[src/lcd_port_pkg.sv]
`default_nettype none
package lcd_port_pkg;

  localparam int unsigned WIDE_W   = 8;
  localparam int unsigned NARROW_W = 4;
  localparam int unsigned REG_W    = 8;
  localparam int unsigned IDX_W    = 16;

  // printed offsets are not word aligned: kept as indices, byte address = 4 * index
  localparam logic [IDX_W-1:0] WIDE_DATA_IDX   = 16'hFFDC;
  localparam logic [IDX_W-1:0] NARROW_DATA_IDX = 16'hFFDD;
  localparam logic [IDX_W-1:0] WIDE_DIR_IDX    = 16'hFFEC;
  localparam logic [IDX_W-1:0] NARROW_DIR_IDX  = 16'hFFED;

  localparam int unsigned IDX_LSB = 2;
  localparam int unsigned IDX_MSB = IDX_LSB + IDX_W - 1;

  localparam logic [REG_W-1:0] WIDE_DATA_RST   = 8'h00;
  localparam logic [REG_W-1:0] WIDE_DIR_RST    = 8'h00;
  localparam logic [REG_W-1:0] NARROW_DATA_RST = 8'hF0;
  localparam logic [REG_W-1:0] NARROW_DIR_RST  = 8'hF0;
  localparam logic [REG_W-1:0] DIR_READ_VALUE  = 8'hFF;
  localparam logic [REG_W-NARROW_W-1:0] NARROW_UPPER_ONES = 4'hF;

  localparam logic [1:0] HTRANS_NONSEQ_BIT = 2'h2;
  localparam logic       HRESP_OKAY        = 1'h0;

  typedef enum logic [2:0] {
    MODE_ACTIVE,
    MODE_SUBACTIVE,
    MODE_SLEEP,
    MODE_SUBSLEEP,
    MODE_WATCH,
    MODE_STANDBY
  } power_mode_t;

  typedef enum logic {
    BUS_IDLE,
    BUS_DATA
  } bus_phase_t;

endpackage
`default_nettype wire

[src/lcd_pin_mode_decode.sv]
`default_nettype none
module lcd_pin_mode_decode #(
  parameter bit HOLD_IN_SUBSLEEP = 1'b1
) (
  input  wire lcd_port_pkg::power_mode_t power_mode_i,
  output logic                           float_o,
  output logic                           hold_o
);
  import lcd_port_pkg::*;

  always_comb begin
    float_o = 1'b0;
    hold_o  = 1'b0;
    unique case (power_mode_i)
      MODE_ACTIVE, MODE_SUBACTIVE: begin
        hold_o = 1'b0;
      end
      MODE_SLEEP, MODE_WATCH: begin
        hold_o = 1'b1;
      end
      MODE_SUBSLEEP: begin
        hold_o = HOLD_IN_SUBSLEEP;
      end
      MODE_STANDBY: begin
        float_o = 1'b1;
      end
      default: begin
        float_o = 1'b1;
      end
    endcase
  end

endmodule
`default_nettype wire

[src/lcd_port_slice.sv]
`default_nettype none
module lcd_port_slice #(
  parameter int unsigned WIDTH = 8
) (
  input  wire logic             mclk_i,
  input  wire logic             arst_n_i,
  input  wire logic             wr_data_i,
  input  wire logic             wr_dir_i,
  input  wire logic [WIDTH-1:0] wdata_i,
  input  wire logic [WIDTH-1:0] pin_i,
  input  wire logic             float_i,
  input  wire logic             hold_i,
  output logic      [WIDTH-1:0] rd_data_o,
  output logic      [WIDTH-1:0] pin_o,
  output logic      [WIDTH-1:0] pin_oe_o
);

  typedef struct packed {
    logic [WIDTH-1:0] data;
    logic [WIDTH-1:0] dir;
    logic [WIDTH-1:0] pin_out;
    logic [WIDTH-1:0] pin_oe;
  } slice_state_t;

  slice_state_t state_reg;
  slice_state_t state_next;

  always_comb begin
    state_next = state_reg;
    if (wr_data_i) begin
      state_next.data = wdata_i;
    end
    if (wr_dir_i) begin
      state_next.dir = wdata_i;
    end
    // float wins over hold so standby never leaves a stale driver on
    if (float_i) begin
      state_next.pin_oe = '0;
    end else if (!hold_i) begin
      state_next.pin_out = state_reg.data;
      state_next.pin_oe  = state_reg.dir;
    end
  end

  always_ff @(posedge mclk_i or negedge arst_n_i) begin
    if (!arst_n_i) begin
      state_reg <= '0;
    end else begin
      state_reg <= state_next;
    end
  end

  genvar b;
  generate
    for (b = 0; b < WIDTH; b++) begin : g_bit
      assign rd_data_o[b] = state_reg.dir[b] ? state_reg.data[b] : pin_i[b];
    end
  endgenerate

  assign pin_o    = state_reg.pin_out;
  assign pin_oe_o = state_reg.pin_oe;

endmodule
`default_nettype wire

[src/lcd_internal_io_ports.sv]
// What this block does
// - wide port gives eight bidirectional pins toward the LCD controller.
// - narrow port gives four bidirectional pins toward the LCD controller.
// - wide data register latches eight output bits, clears to zero on reset.
// - wide direction one: data read returns the latched value.
// - wide direction zero: data read returns the pin level.
// - wide direction one drives the pin, zero leaves it input.
// - wide direction register is write only and reads all ones.
// - wide direction register resets to zero, all pins input.
// - wide pins float in reset/standby, hold in sleep/subsleep/watch, work otherwise.
// - narrow data uses bits 3..0, upper bits read one, resets F0.
// - narrow direction one: data read returns the latched value.
// - narrow direction zero: data read returns the pin level.
// - narrow direction bits 3..0 select output on one, input on zero.
// - narrow direction register is write only and reads all ones.
// - narrow direction register resets to F0, pins input.
// - narrow pins float in reset/standby, hold in sleeps/watch, work otherwise.
`default_nettype none
module lcd_internal_io_ports (
  input  wire logic                                  mclk_i,
  input  wire logic                                  arst_n_i,
  input  wire logic                                  hsel_i,
  input  wire logic [31:0]                           haddr_i,
  input  wire logic [1:0]                            htrans_i,
  input  wire logic                                  hwrite_i,
  input  wire logic [2:0]                            hsize_i,
  input  wire logic                                  hready_i,
  input  wire logic [31:0]                           hwdata_i,
  output logic      [31:0]                           hrdata_o,
  output logic                                      hreadyout_o,
  output logic                                      hresp_o,
  input  wire lcd_port_pkg::power_mode_t             power_mode_i,
  input  wire logic [lcd_port_pkg::WIDE_W-1:0]       wide_port_pin_i,
  output logic      [lcd_port_pkg::WIDE_W-1:0]       wide_port_pin_o,
  output logic      [lcd_port_pkg::WIDE_W-1:0]       wide_port_pin_oe_o,
  input  wire logic [lcd_port_pkg::NARROW_W-1:0]     narrow_port_pin_i,
  output logic      [lcd_port_pkg::NARROW_W-1:0]     narrow_port_pin_o,
  output logic      [lcd_port_pkg::NARROW_W-1:0]     narrow_port_pin_oe_o
);
  import lcd_port_pkg::*;

  typedef struct packed {
    bus_phase_t       phase;
    logic             write;
    logic [IDX_W-1:0] idx;
    logic [31:0]      hrdata;
    logic             hreadyout;
  } bus_state_t;

  bus_state_t bus_reg;
  bus_state_t bus_next;

  logic                wide_float;
  logic                wide_hold;
  logic                narrow_float;
  logic                narrow_hold;
  logic [WIDE_W-1:0]   wide_rd;
  logic [NARROW_W-1:0] narrow_rd;
  logic                addr_take;
  logic                in_range;
  logic                data_cycle;
  logic                wr_wide_data;
  logic                wr_wide_dir;
  logic                wr_narrow_data;
  logic                wr_narrow_dir;
  logic [REG_W-1:0]    rd_byte;

  lcd_pin_mode_decode #(
    .HOLD_IN_SUBSLEEP (1'b1)
  ) u_wide_mode (
    .power_mode_i (power_mode_i),
    .float_o      (wide_float),
    .hold_o       (wide_hold)
  );

  lcd_pin_mode_decode #(
    .HOLD_IN_SUBSLEEP (1'b1)
  ) u_narrow_mode (
    .power_mode_i (power_mode_i),
    .float_o      (narrow_float),
    .hold_o       (narrow_hold)
  );

  // upper address bits must be zero, else the access is unmapped
  assign in_range   = (haddr_i[31:IDX_MSB+1] == '0);
  assign addr_take  = hsel_i && hready_i && htrans_i[1] && in_range;
  assign data_cycle = (bus_reg.phase == BUS_DATA);

  assign wr_wide_data   = data_cycle && bus_reg.write && (bus_reg.idx == WIDE_DATA_IDX);
  assign wr_wide_dir    = data_cycle && bus_reg.write && (bus_reg.idx == WIDE_DIR_IDX);
  assign wr_narrow_data = data_cycle && bus_reg.write && (bus_reg.idx == NARROW_DATA_IDX);
  assign wr_narrow_dir  = data_cycle && bus_reg.write && (bus_reg.idx == NARROW_DIR_IDX);

  lcd_port_slice #(
    .WIDTH (WIDE_W)
  ) u_wide (
    .mclk_i    (mclk_i),
    .arst_n_i  (arst_n_i),
    .wr_data_i (wr_wide_data),
    .wr_dir_i  (wr_wide_dir),
    .wdata_i   (hwdata_i[WIDE_W-1:0]),
    .pin_i     (wide_port_pin_i),
    .float_i   (wide_float),
    .hold_i    (wide_hold),
    .rd_data_o (wide_rd),
    .pin_o     (wide_port_pin_o),
    .pin_oe_o  (wide_port_pin_oe_o)
  );

  lcd_port_slice #(
    .WIDTH (NARROW_W)
  ) u_narrow (
    .mclk_i    (mclk_i),
    .arst_n_i  (arst_n_i),
    .wr_data_i (wr_narrow_data),
    .wr_dir_i  (wr_narrow_dir),
    .wdata_i   (hwdata_i[NARROW_W-1:0]),
    .pin_i     (narrow_port_pin_i),
    .float_i   (narrow_float),
    .hold_i    (narrow_hold),
    .rd_data_o (narrow_rd),
    .pin_o     (narrow_port_pin_o),
    .pin_oe_o  (narrow_port_pin_oe_o)
  );

  always_comb begin
    rd_byte = '0;
    unique case (bus_reg.idx)
      WIDE_DATA_IDX: begin
        rd_byte = wide_rd;
      end
      NARROW_DATA_IDX: begin
        rd_byte = {NARROW_UPPER_ONES, narrow_rd};
      end
      WIDE_DIR_IDX, NARROW_DIR_IDX: begin
        rd_byte = DIR_READ_VALUE;
      end
      default: begin
        rd_byte = '0;
      end
    endcase
  end

  // one wait state per transfer so read data leaves a flip-flop
  always_comb begin
    bus_next = bus_reg;
    if (data_cycle) begin
      bus_next.hreadyout = 1'b1;
      bus_next.hrdata    = bus_reg.write ? '0 : {{(32-REG_W){1'b0}}, rd_byte};
      bus_next.phase     = BUS_IDLE;
    end else if (addr_take) begin
      bus_next.phase     = BUS_DATA;
      bus_next.write     = hwrite_i;
      bus_next.idx       = haddr_i[IDX_MSB:IDX_LSB];
      bus_next.hreadyout = 1'b0;
    end else begin
      bus_next.hreadyout = 1'b1;
    end
  end

  always_ff @(posedge mclk_i or negedge arst_n_i) begin
    if (!arst_n_i) begin
      bus_reg           <= '0;
      bus_reg.phase     <= BUS_IDLE;
      bus_reg.hreadyout <= 1'b1;
    end else begin
      bus_reg <= bus_next;
    end
  end

  assign hrdata_o    = bus_reg.hrdata;
  assign hreadyout_o = bus_reg.hreadyout;
  assign hresp_o     = HRESP_OKAY;

endmodule
`default_nettype wire

[config.mk]
export PLATFORM = sky130hd
export DESIGN_NAME = lcd_internal_io_ports
export DESIGN_NICKNAME = d
export VERILOG_FILES = /design/src/lcd_port_pkg.sv /design/src/lcd_pin_mode_decode.sv /design/src/lcd_port_slice.sv /design/src/lcd_internal_io_ports.sv
export SDC_FILE = /design/constraint.sdc
export NUM_CORES = 1
export LEC_CHECK = 0
export BUFFER_PORTS_ARGS = -buffer_cell sky130_fd_sc_hd__buf_2
export CORE_UTILIZATION = 30
export CTS_CLUSTER_DIAMETER = 120
export DETAILED_ROUTE_END_ITERATION = 8
export SLEW_MARGIN = 5
export SYNTH_ARGS = -nofsm -noshare
export SYNTH_HDL_FRONTEND = slang
export SYNTH_SLANG_ARGS = --single-unit
[constraint.sdc]
create_clock -name mclk_i -period 5.6 [get_ports mclk_i]
set_clock_uncertainty 0.2 [all_clocks]
set_input_delay 0.28 -clock mclk_i [delete_from_list [all_inputs] [get_ports mclk_i]]
set_output_delay 0.28 -clock mclk_i [all_outputs]
set_load 0.005 [all_outputs]
Yosys cells after proc, flatten, opt, wreduce, memory -nomap -nowiden. Cells that the tools add are included. Widths: inputs -> output; s select.

Flip-flop bits (word level): 99. Bits of input ports: 89. Output and inout bits: 58. Word-level logic and storage cells: 62.

Equality and inequality tests: 9. Muxes and demuxes: 23. Bitwise logic cells: 2. Reductions and logical operators: 15.

Operators with widths (number): $eq 16x16->1 const B (4); $mux 8 (3); $pmux 8 s3 (1); $mux 18 (1); $mux 1 (16); $logic_not 14->1 (1); $logic_and 1x1->1 (8); $mux 4 (2); $eq 3x2->1 const B (2); $reduce_or 5->1 (1); $reduce_and 2->1 (2); $eq 3x1->1 const B (1); $eq 3x3->1 const B (1); $logic_not 3->1 (1); $reduce_or 3->1 (1); $ne 2x2->1 const B (1); $not 1->1 (2); $reduce_or 2->1 (1).

Longest topological paths before layout. Gate-level depths: netlist of run 1.

Depth in word-level cells: 5. Gate-level depth with buffers: 5. Mapped depth without buffers: 4.

Hierarchy. From an unflattened synthesis of run 1, not the netlist that was laid out.

Cells, all modules: 294. Area total of the unflattened synthesis: 3801.1 um^2.

By module, submodules not included: lcd_internal_io_ports (times used 1, cells an instance 137, area an instance 1544.0 um^2, sequential area each 676.9 um^2); lcd_port_slice at u_wide (times used 1, cells an instance 101, area an instance 1473.9 um^2, sequential area each 800.8 um^2); lcd_port_slice at u_narrow (times used 1, cells an instance 50, area an instance 733.2 um^2, sequential area each 400.4 um^2); lcd_pin_mode_decode (times used 2, cells an instance 3, area an instance 25.0 um^2, sequential area each 0.0 um^2).

Worst setup path after synthesis of run 1. OpenSTA, ideal clock, no wires.

Path kind: input-to-reg. Start: input haddr_i[26]. End: register bus_reg[40] in the netlist's numbering. Library setup time: 0.125 ns. Arrival time: 1.608 ns. Data required time: 5.275 ns. Setup slack: 3.667 ns. Cell stages on the path: 4. Path buffers: 1. Cell sequence: or4_4 nor3_4 buf_8 mux2_2.

Cells in the longest elaborated chain, start to end: 3.

Ends and longest elaborated chain: start, declared (RTL line lcd_internal_io_ports.sv:23) `input wire logic [31:0] haddr_i,`; $logic_not 14->1 (RTL line lcd_internal_io_ports.sv:85) `assign in_range = (haddr_i[31:IDX_MSB+1] == '0);`; $logic_and 1x1->1 (RTL line lcd_internal_io_ports.sv:86) `assign addr_take = hsel_i && hready_i && htrans_i[1] && in_range;`; $reduce_and 2->1 (no source line); end signal, assigned (RTL line lcd_internal_io_ports.sv:167) `bus_reg <= bus_next;`; end, declared (RTL line lcd_internal_io_ports.sv:50) `bus_state_t bus_reg;`.

No other way between the ends. A chain may end at the register's enable or synchronous reset.

Worst setup path in the final report of run 1.
Start: register bus_reg (netlist bit data_cycle). End: register bus_reg[49] in the netlist's numbering.

Cells in the longest elaborated chain, start to end: 2.

Ends and longest elaborated chain: $not 1->1 (no source line); $reduce_and 2->1 (no source line).

No other way between the ends.

==> results of run 1 <==
==> metal layers <==
metal | vias up | GRT usage
met5 | - | 0
met4 | 0 | 0.0459
met3 | 9 | 0.0339
met2 | 91 | 0.228
met1 | 1118 | 0.153
li1 | 1083 | -
==> stage by stage <==
| stage | utilization | area, sq um | total power (uW) |
|---|---|---|---|
| floorplan | - | 3660 | 650 |
| global placement | 0.334 | 3850 | 673 |
| detailed placement | 0.334 | 3850 | 675 |
| CTS | 0.377 | 4340 | 1240 |
| global route | 0.377 | 4340 | 1280 |
| finish | 0.377 | 4340 | 1220 |
==> report_power, final <==
group          total (uW)  internal (uW)  switching [uW]  leakage, uW
Sequential            575            563            11.8     0.000957
Combinational         100           54.4            45.8      0.00102
Clock                 544            306             238     0.000133
Total                1220            923             295      0.00211
==> worst min path at each step <==
| stage | to | cells past startpoint | slack [ns] |
|---|---|---|---|
| 4_1_cts | u_wide.state_reg[30]$_DFFE_PN0P_ | 2 | 0.003 |
| 3_5_place_dp | u_wide.pin_oe_o[3]$_DFFE_PN0P_ | 1 | 0.28 |
| 5_1_grt | u_wide.state_reg[30]$_DFFE_PN0P_ | 2 | 0.02 |
| 6_report | u_wide.state_reg[30]$_DFFE_PN0P_ | 2 | 0.02 |
| 3_3_place_gp | hrdata_o[6]$_DFFE_PN0P_ | 1 | 0.28 |
| 2_1_floorplan | bus_reg[33]$_DFFE_PN0P_ | 0 | -0.22 |
==> logic make-up (layout without fill, tap and decap cells) <==
family,Yosys count,in the layout,synth area share
AO/OA/AOI/OAI,28,28,0.0634
XOR/XNOR,1,1,0.00245
buffers and inverters,69,136,0.136
flip-flops,75,75,0.526
multiplexers,66,66,0.204
other,1,25,0.00105
AND/OR/NAND/NOR,35,35,0.0673
==> synthesized netlist by cell type (all sizes together) (2+ instances only) <==
| master | number | area share |
|---|---|---|
| a21oi | 4 | 0.0056 |
| o31ai | 4 | 0.0084 |
| mux2 | 54 | 0.17 |
| nor3 | 4 | 0.012 |
| mux2i | 12 | 0.034 |
| dfrtp | 74 | 0.52 |
| nand4 | 2 | 0.0035 |
| nor4 | 3 | 0.0095 |
| and3b | 2 | 0.0049 |
| nand2 | 4 | 0.0042 |
| nand3b | 2 | 0.0042 |
| a22o | 15 | 0.037 |
| o221ai | 4 | 0.0098 |
| nor2 | 4 | 0.0042 |
| buf | 59 | 0.13 |
| nand3 | 9 | 0.013 |
| inv | 6 | 0.0063 |
| clkbuf | 3 | 0.0032 |
==> cell usage in the layout (no fill, tap or decap), types with 4 or more instances in the layout <==
cell           netlist  routed
buf_2                1      90
dfrtp_1             74      74
mux2_2              54      54
conb_1               1      25
dlygate4sd3_1        0      21
a22o_1              15      15
mux2i_1             12      12
nand3_1              9       9
clkbuf_16            0       9
inv_1                6       6
nand2_1              4       4
a21oi_1              4       4
o31ai_1              4       4
o221ai_1             4       4
==> critical path, delay by kind of cell (launching register included) <==
family,cells,cell delay (ns)
mux,1,0.41
buf+inv,1,0.22
simple gates,2,0.86
flops,1,0.46
==> cell type report <==
| cell class | instances | area share |
|---|---|---|
| Sequential cell | 75 | 0.432 |
| Multi-Input combinational cell | 155 | 0.299 |
| Timing Repair Buffer | 113 | 0.156 |
| Clock buffer | 9 | 0.0519 |
| Tap cell | 143 | 0.0412 |
| Clock inverter | 7 | 0.0135 |
| Inverter | 7 | 0.00605 |
==> results.yml, run 1 <==
final_layout:
  multi_input_area_sq_um: 1300
  syn_to_final_growth_pct: 21.6
  instances_no_fill: 509
  antennaDiodeCount: 0
  ff_latch_area_sq_um: 1880
  layout-drive-gt1-share: 0.464
  nets: 450
  num-fill-cells: 1107
  largest_reg_flops: 17
yosys:
  postSynthAreaPerCell_sq_um: 13.0
  yosys_warnings: 0
  netlist_area_sq_um: 3570
  ys_async_sr_fraction: 1.00
  ys_seq_area_frac: 0.526
  synth_cell_types: 33
  ys_ff_latch: 75
  synth_ff_type: "dfrtp_1"
  synth_edf_count: 0
  synthCells: 275
clock_tree:
  clock_latency_ns: 0.33
  clkTransAtPathRegs_ns: 0.06
  cts_buffers: 9
  htree_levels: 3
  cts.path.max_buffers: 2
  cts_tree: "built"
  cts_setup_buffers: 0
  clockRootBuffer: "clkbuf_16"
  post_cts_resized: 0
  clock-sinks: 75
  holdBufCountCts: 21
timing:
  relSlewSlack: 0.367
  period_needed_ns: 2.27
  layout_setup_ws_ns: 3.33
  setup_violations: 0
  rsz0062_at_grt: "no"
  setup_tns_ns: 0
  hold_viol: 0
  max_freq_mhz: 440
  final_max_slew_viol_count: 0
  period_share: 0.405
  tightest_slew_ns: 0.949
  holdWs_ns: 0.0162
setup_path:
  reg2reg_depth: 4
  slowest_stage: "nor3_4"
  timing.rr.end: "bus_reg[49]$_DFFE_PN0P_"
  cp-end-kind: "flop"
  path_max_fanout: 17
  critPathLaunch: "data_cycle$_DFF_PN0_"
  endpoint: "bus_reg[49]$_DFFE_PN0P_"
  rr_startpoint: "data_cycle$_DFF_PN0_"
  worstSetupPathType: "flop to flop"
  critPathMaxStageDelay_ns: 0.69
  cp.arrival_ns: 2.28
  rrSetupSlack_ns: 3.33
  worstPathCellList: "clkinv_1 > nand3_1 > nor3_4 > mux2_2"
  setup.worst_path.start_class: "flop"
  cp.required_ns: 5.61
routing:
  drt_iter0_drc: 82
  wl_met3_um: 421
  antenna_left: 0
  wl_met1_um: 3280
  finalWirelength_um: 7560
  wl_met2_um: 3780
  vias_per_cell: 4.52
  drc: 20
  firstDrtPassIters: 7
  wl_per_cell_um: 14.9
  route.vias.total: 2301
  top_layer: "met4"
power:
  power_leakage_uw: 0.00211
  ir_drop_uv: 131
  p_per_area_nw_per_um2: 281
run:
  drv_cap: 0
run_status:
  outcome: "complete, but fails checks"
  violations: "design-rule violations"
die:
  dieArea_sq_um: 12300
  rows: 39
  floorplan.initialDensity: 0.310
  pin_count: 147
  fp.dieH_um: 111
  die_w_um: 111
  core_area_sq_um: 11500
placement:
  dp_slack_ns: 3.26
  globalplace.congestion: 0.726
  dp.cells: 472
  place_hpwl_um: 5530
  place.port_buffers: 91
min_path:
  hold_class: "input port to flop"
  min_from: "hwdata_i[6]"
grt:
  grt.total_usage: 0.130
  grt_max_degree: 76
  antenna_found_initial: 0
  grt_pass1_vias: 2351
  grt_overflow: 0
  grt_pass1_wl_um: 12200
Note: power is estimated with default switching activity, not from simulation.
==> run 2: changes to the inputs <==
==> constraint.sdc (replaced) <==
create_clock -name mclk_i -period 2.3 [get_ports mclk_i]
set_clock_uncertainty 0.2 [all_clocks]
set_input_delay 0.115 -clock mclk_i [delete_from_list [all_inputs] [get_ports mclk_i]]
set_output_delay 0.115 -clock mclk_i [all_outputs]
set_load 0.005 [all_outputs]
==> results.yml, run 2 (same netlist as run 1, synthesis figures left out) <==
clock_tree:
  clock_latency_ns: 0.32
  htree_levels: 3
  cts_buffers: 9
  clkTransAtPathRegs_ns: 0.06
  cts_tree: "built"
  cts_setup_buffers: 0
  clockRootBuffer: "clkbuf_16"
  clock-sinks: 75
  cts.path.max_buffers: 2
routing:
  antenna_left: 0
  wl_per_cell_um: 14.3
  drc: 22
  vias_per_cell: 4.40
  drt_iter0_drc: 73
  firstDrtPassIters: 6
  route.vias.total: 2342
  finalWirelength_um: 7610
timing:
  rsz0062_at_grt: "no"
  period_share: 0.956
  hold_viol: 0
  setup_violations: 0
  max_freq_mhz: 455
  layout_setup_ws_ns: 0.102
  final_max_slew_viol_count: 0
  relSlewSlack: 0.380
  period_needed_ns: 2.20
  setup_tns_ns: 0
  holdWs_ns: 0.0342
  tightest_slew_ns: 0.930
placement:
  dp_slack_ns: 0.334
  place.port_buffers: 91
  place_hpwl_um: 5530
  globalplace.congestion: 0.735
  dp.cells: 479
min_path:
  min_from: "wide_port_pin_i[7]"
  hold_class: "input port to flop"
  whs_path_depth: 4
  min_delay_worst_endpoint: "hrdata_o[7]$_DFFE_PN0P_"
grt:
  grt_overflow: 0
  grt.total_usage: 0.132
  grt_max_degree: 76
  gr-usage-met2: 0.225
  grtUsageMet1: 0.162
  grt_pass1_wl_um: 12500
  grt_pass1_vias: 2427
  antenna_found_initial: 0
  grt-busiest-layer: "met2"
  gr-usage-met3: 0.0410
power:
  power_leakage_uw: 0.00223
  sw_frac_of_total: 0.221
  seq_power_share: 0.441
  p_per_area_nw_per_um2: 691
  internal_power_uw: 2480
  ir_drop_uv: 451
  p_sw_uw: 700
  p_comb_frac: 0.082
  p_clk_frac: 0.477
setup_path:
  rrSetupSlack_ns: 0.23
  cp.arrival_ns: 2.27
  timing.rr.end: "data_cycle$_DFF_PN0_"
  cp-end-kind: "flop"
  setup.worst_path.start_class: "input port"
  rr_startpoint: "data_cycle$_DFF_PN0_"
  cp.required_ns: 2.37
  reg2reg_depth: 5
  path_max_fanout: 2
  worstSetupPathType: "input port to flop"
die:
  dieArea_sq_um: 12300
  rows: 39
  fp.dieH_um: 111
  die_w_um: 111
  core_area_sq_um: 11500
  pin_count: 147
  floorplan.initialDensity: 0.310
run_status:
  violations: "design-rule violations"
  outcome: "complete, but fails checks"
final_layout:
  layout_common_cells: "buf_2 (90), dfrtp_1 (74), mux2_2 (54), dlygate4sd3_1 (37), conb_1 (25)"
  num-fill-cells: 1072
  finalCoreUtilization: 0.399
  syn_to_final_growth_pct: 28.7
  instances_no_fill: 532
  nets: 473
  layout-drive-gt1-share: 0.455
  layout_commonest_cell: "buf_2"
  largest_reg_flops: 17
  antennaDiodeCount: 0
run:
  drv_cap: 0
## run 2: area by class of cell
type	count	area, sq um	area share
Tap cell	143	179	0.0389
Sequential cell	75	1880	0.409
Clock buffer	9	225	0.0490
Multi-Input combinational cell	155	1300	0.283
Clock inverter	7	98.8	0.0215
Timing Repair Buffer	136	888	0.193
Inverter	7	26.3	0.00572
## run 2: per-stage QoR
step | power, uW | instance area, sq um
6_report | 3180 | 4600
5_1_grt | 3330 | 4600
3_5_place_dp | 1640 | 3900
2_1_floorplan | 1580 | 3660
3_3_place_gp | 1640 | 3900
4_1_cts | 3220 | 4600
## run 2: power groups by stage
stage	clock (uW)	combinational (uW)	sequential (uW)
floorplan	0	167	1420
global placement	0	216	1420
detailed placement	0	220	1420
CTS	1560	265	1400
global route	1630	290	1410
finish	1520	261	1400
## run 2: worst max-delay path by stage
stage / from / endpoint / slack [ns] / cells past startpoint
final: haddr_i[31] / data_cycle$_DFF_PN0_ / 0.10 / 6
after floorplan: data_cycle$_DFF_PN0_ / bus_reg[40]$_DFFE_PN0P_ / 0.42 / 5
after CTS: haddr_i[31] / data_cycle$_DFF_PN0_ / 0.14 / 6
after global placement: bus_reg[34]$_DFFE_PN0P_ / u_wide.state_reg[21]$_DFFE_PN0P_ / 0.36 / 5
after detailed placement: bus_reg[34]$_DFFE_PN0P_ / u_wide.state_reg[21]$_DFFE_PN0P_ / 0.33 / 5
after global routing: haddr_i[31] / data_cycle$_DFF_PN0_ / 0.06 / 6
## run 2: worst max-delay path: stages
cell	delay [ns]
dlygate4sd3_1	0.53
buf_2	0.12
or4_4	0.43
dlygate4sd3_1	0.58
or3_2	0.43
inv_1	0.06
## run 2: metal layers
| metal | share of wire | vias up | wire length [um] |
|---|---|---|---|
| met1 | 0.44 | 1125 | 3330 |
| li1 | - | 1128 | - |
| met2 | 0.50 | 84 | 3790 |
| met5 | 0 | - | 0 |
| met3 | 0.055 | 5 | 420 |
| met4 | 0.0080 | 0 | 61 |
## run 2: timing repair
action	CTS	global route
endpoints found under the hold margin	122	0
gates resized for setup	0	0
hold buffers	37	0
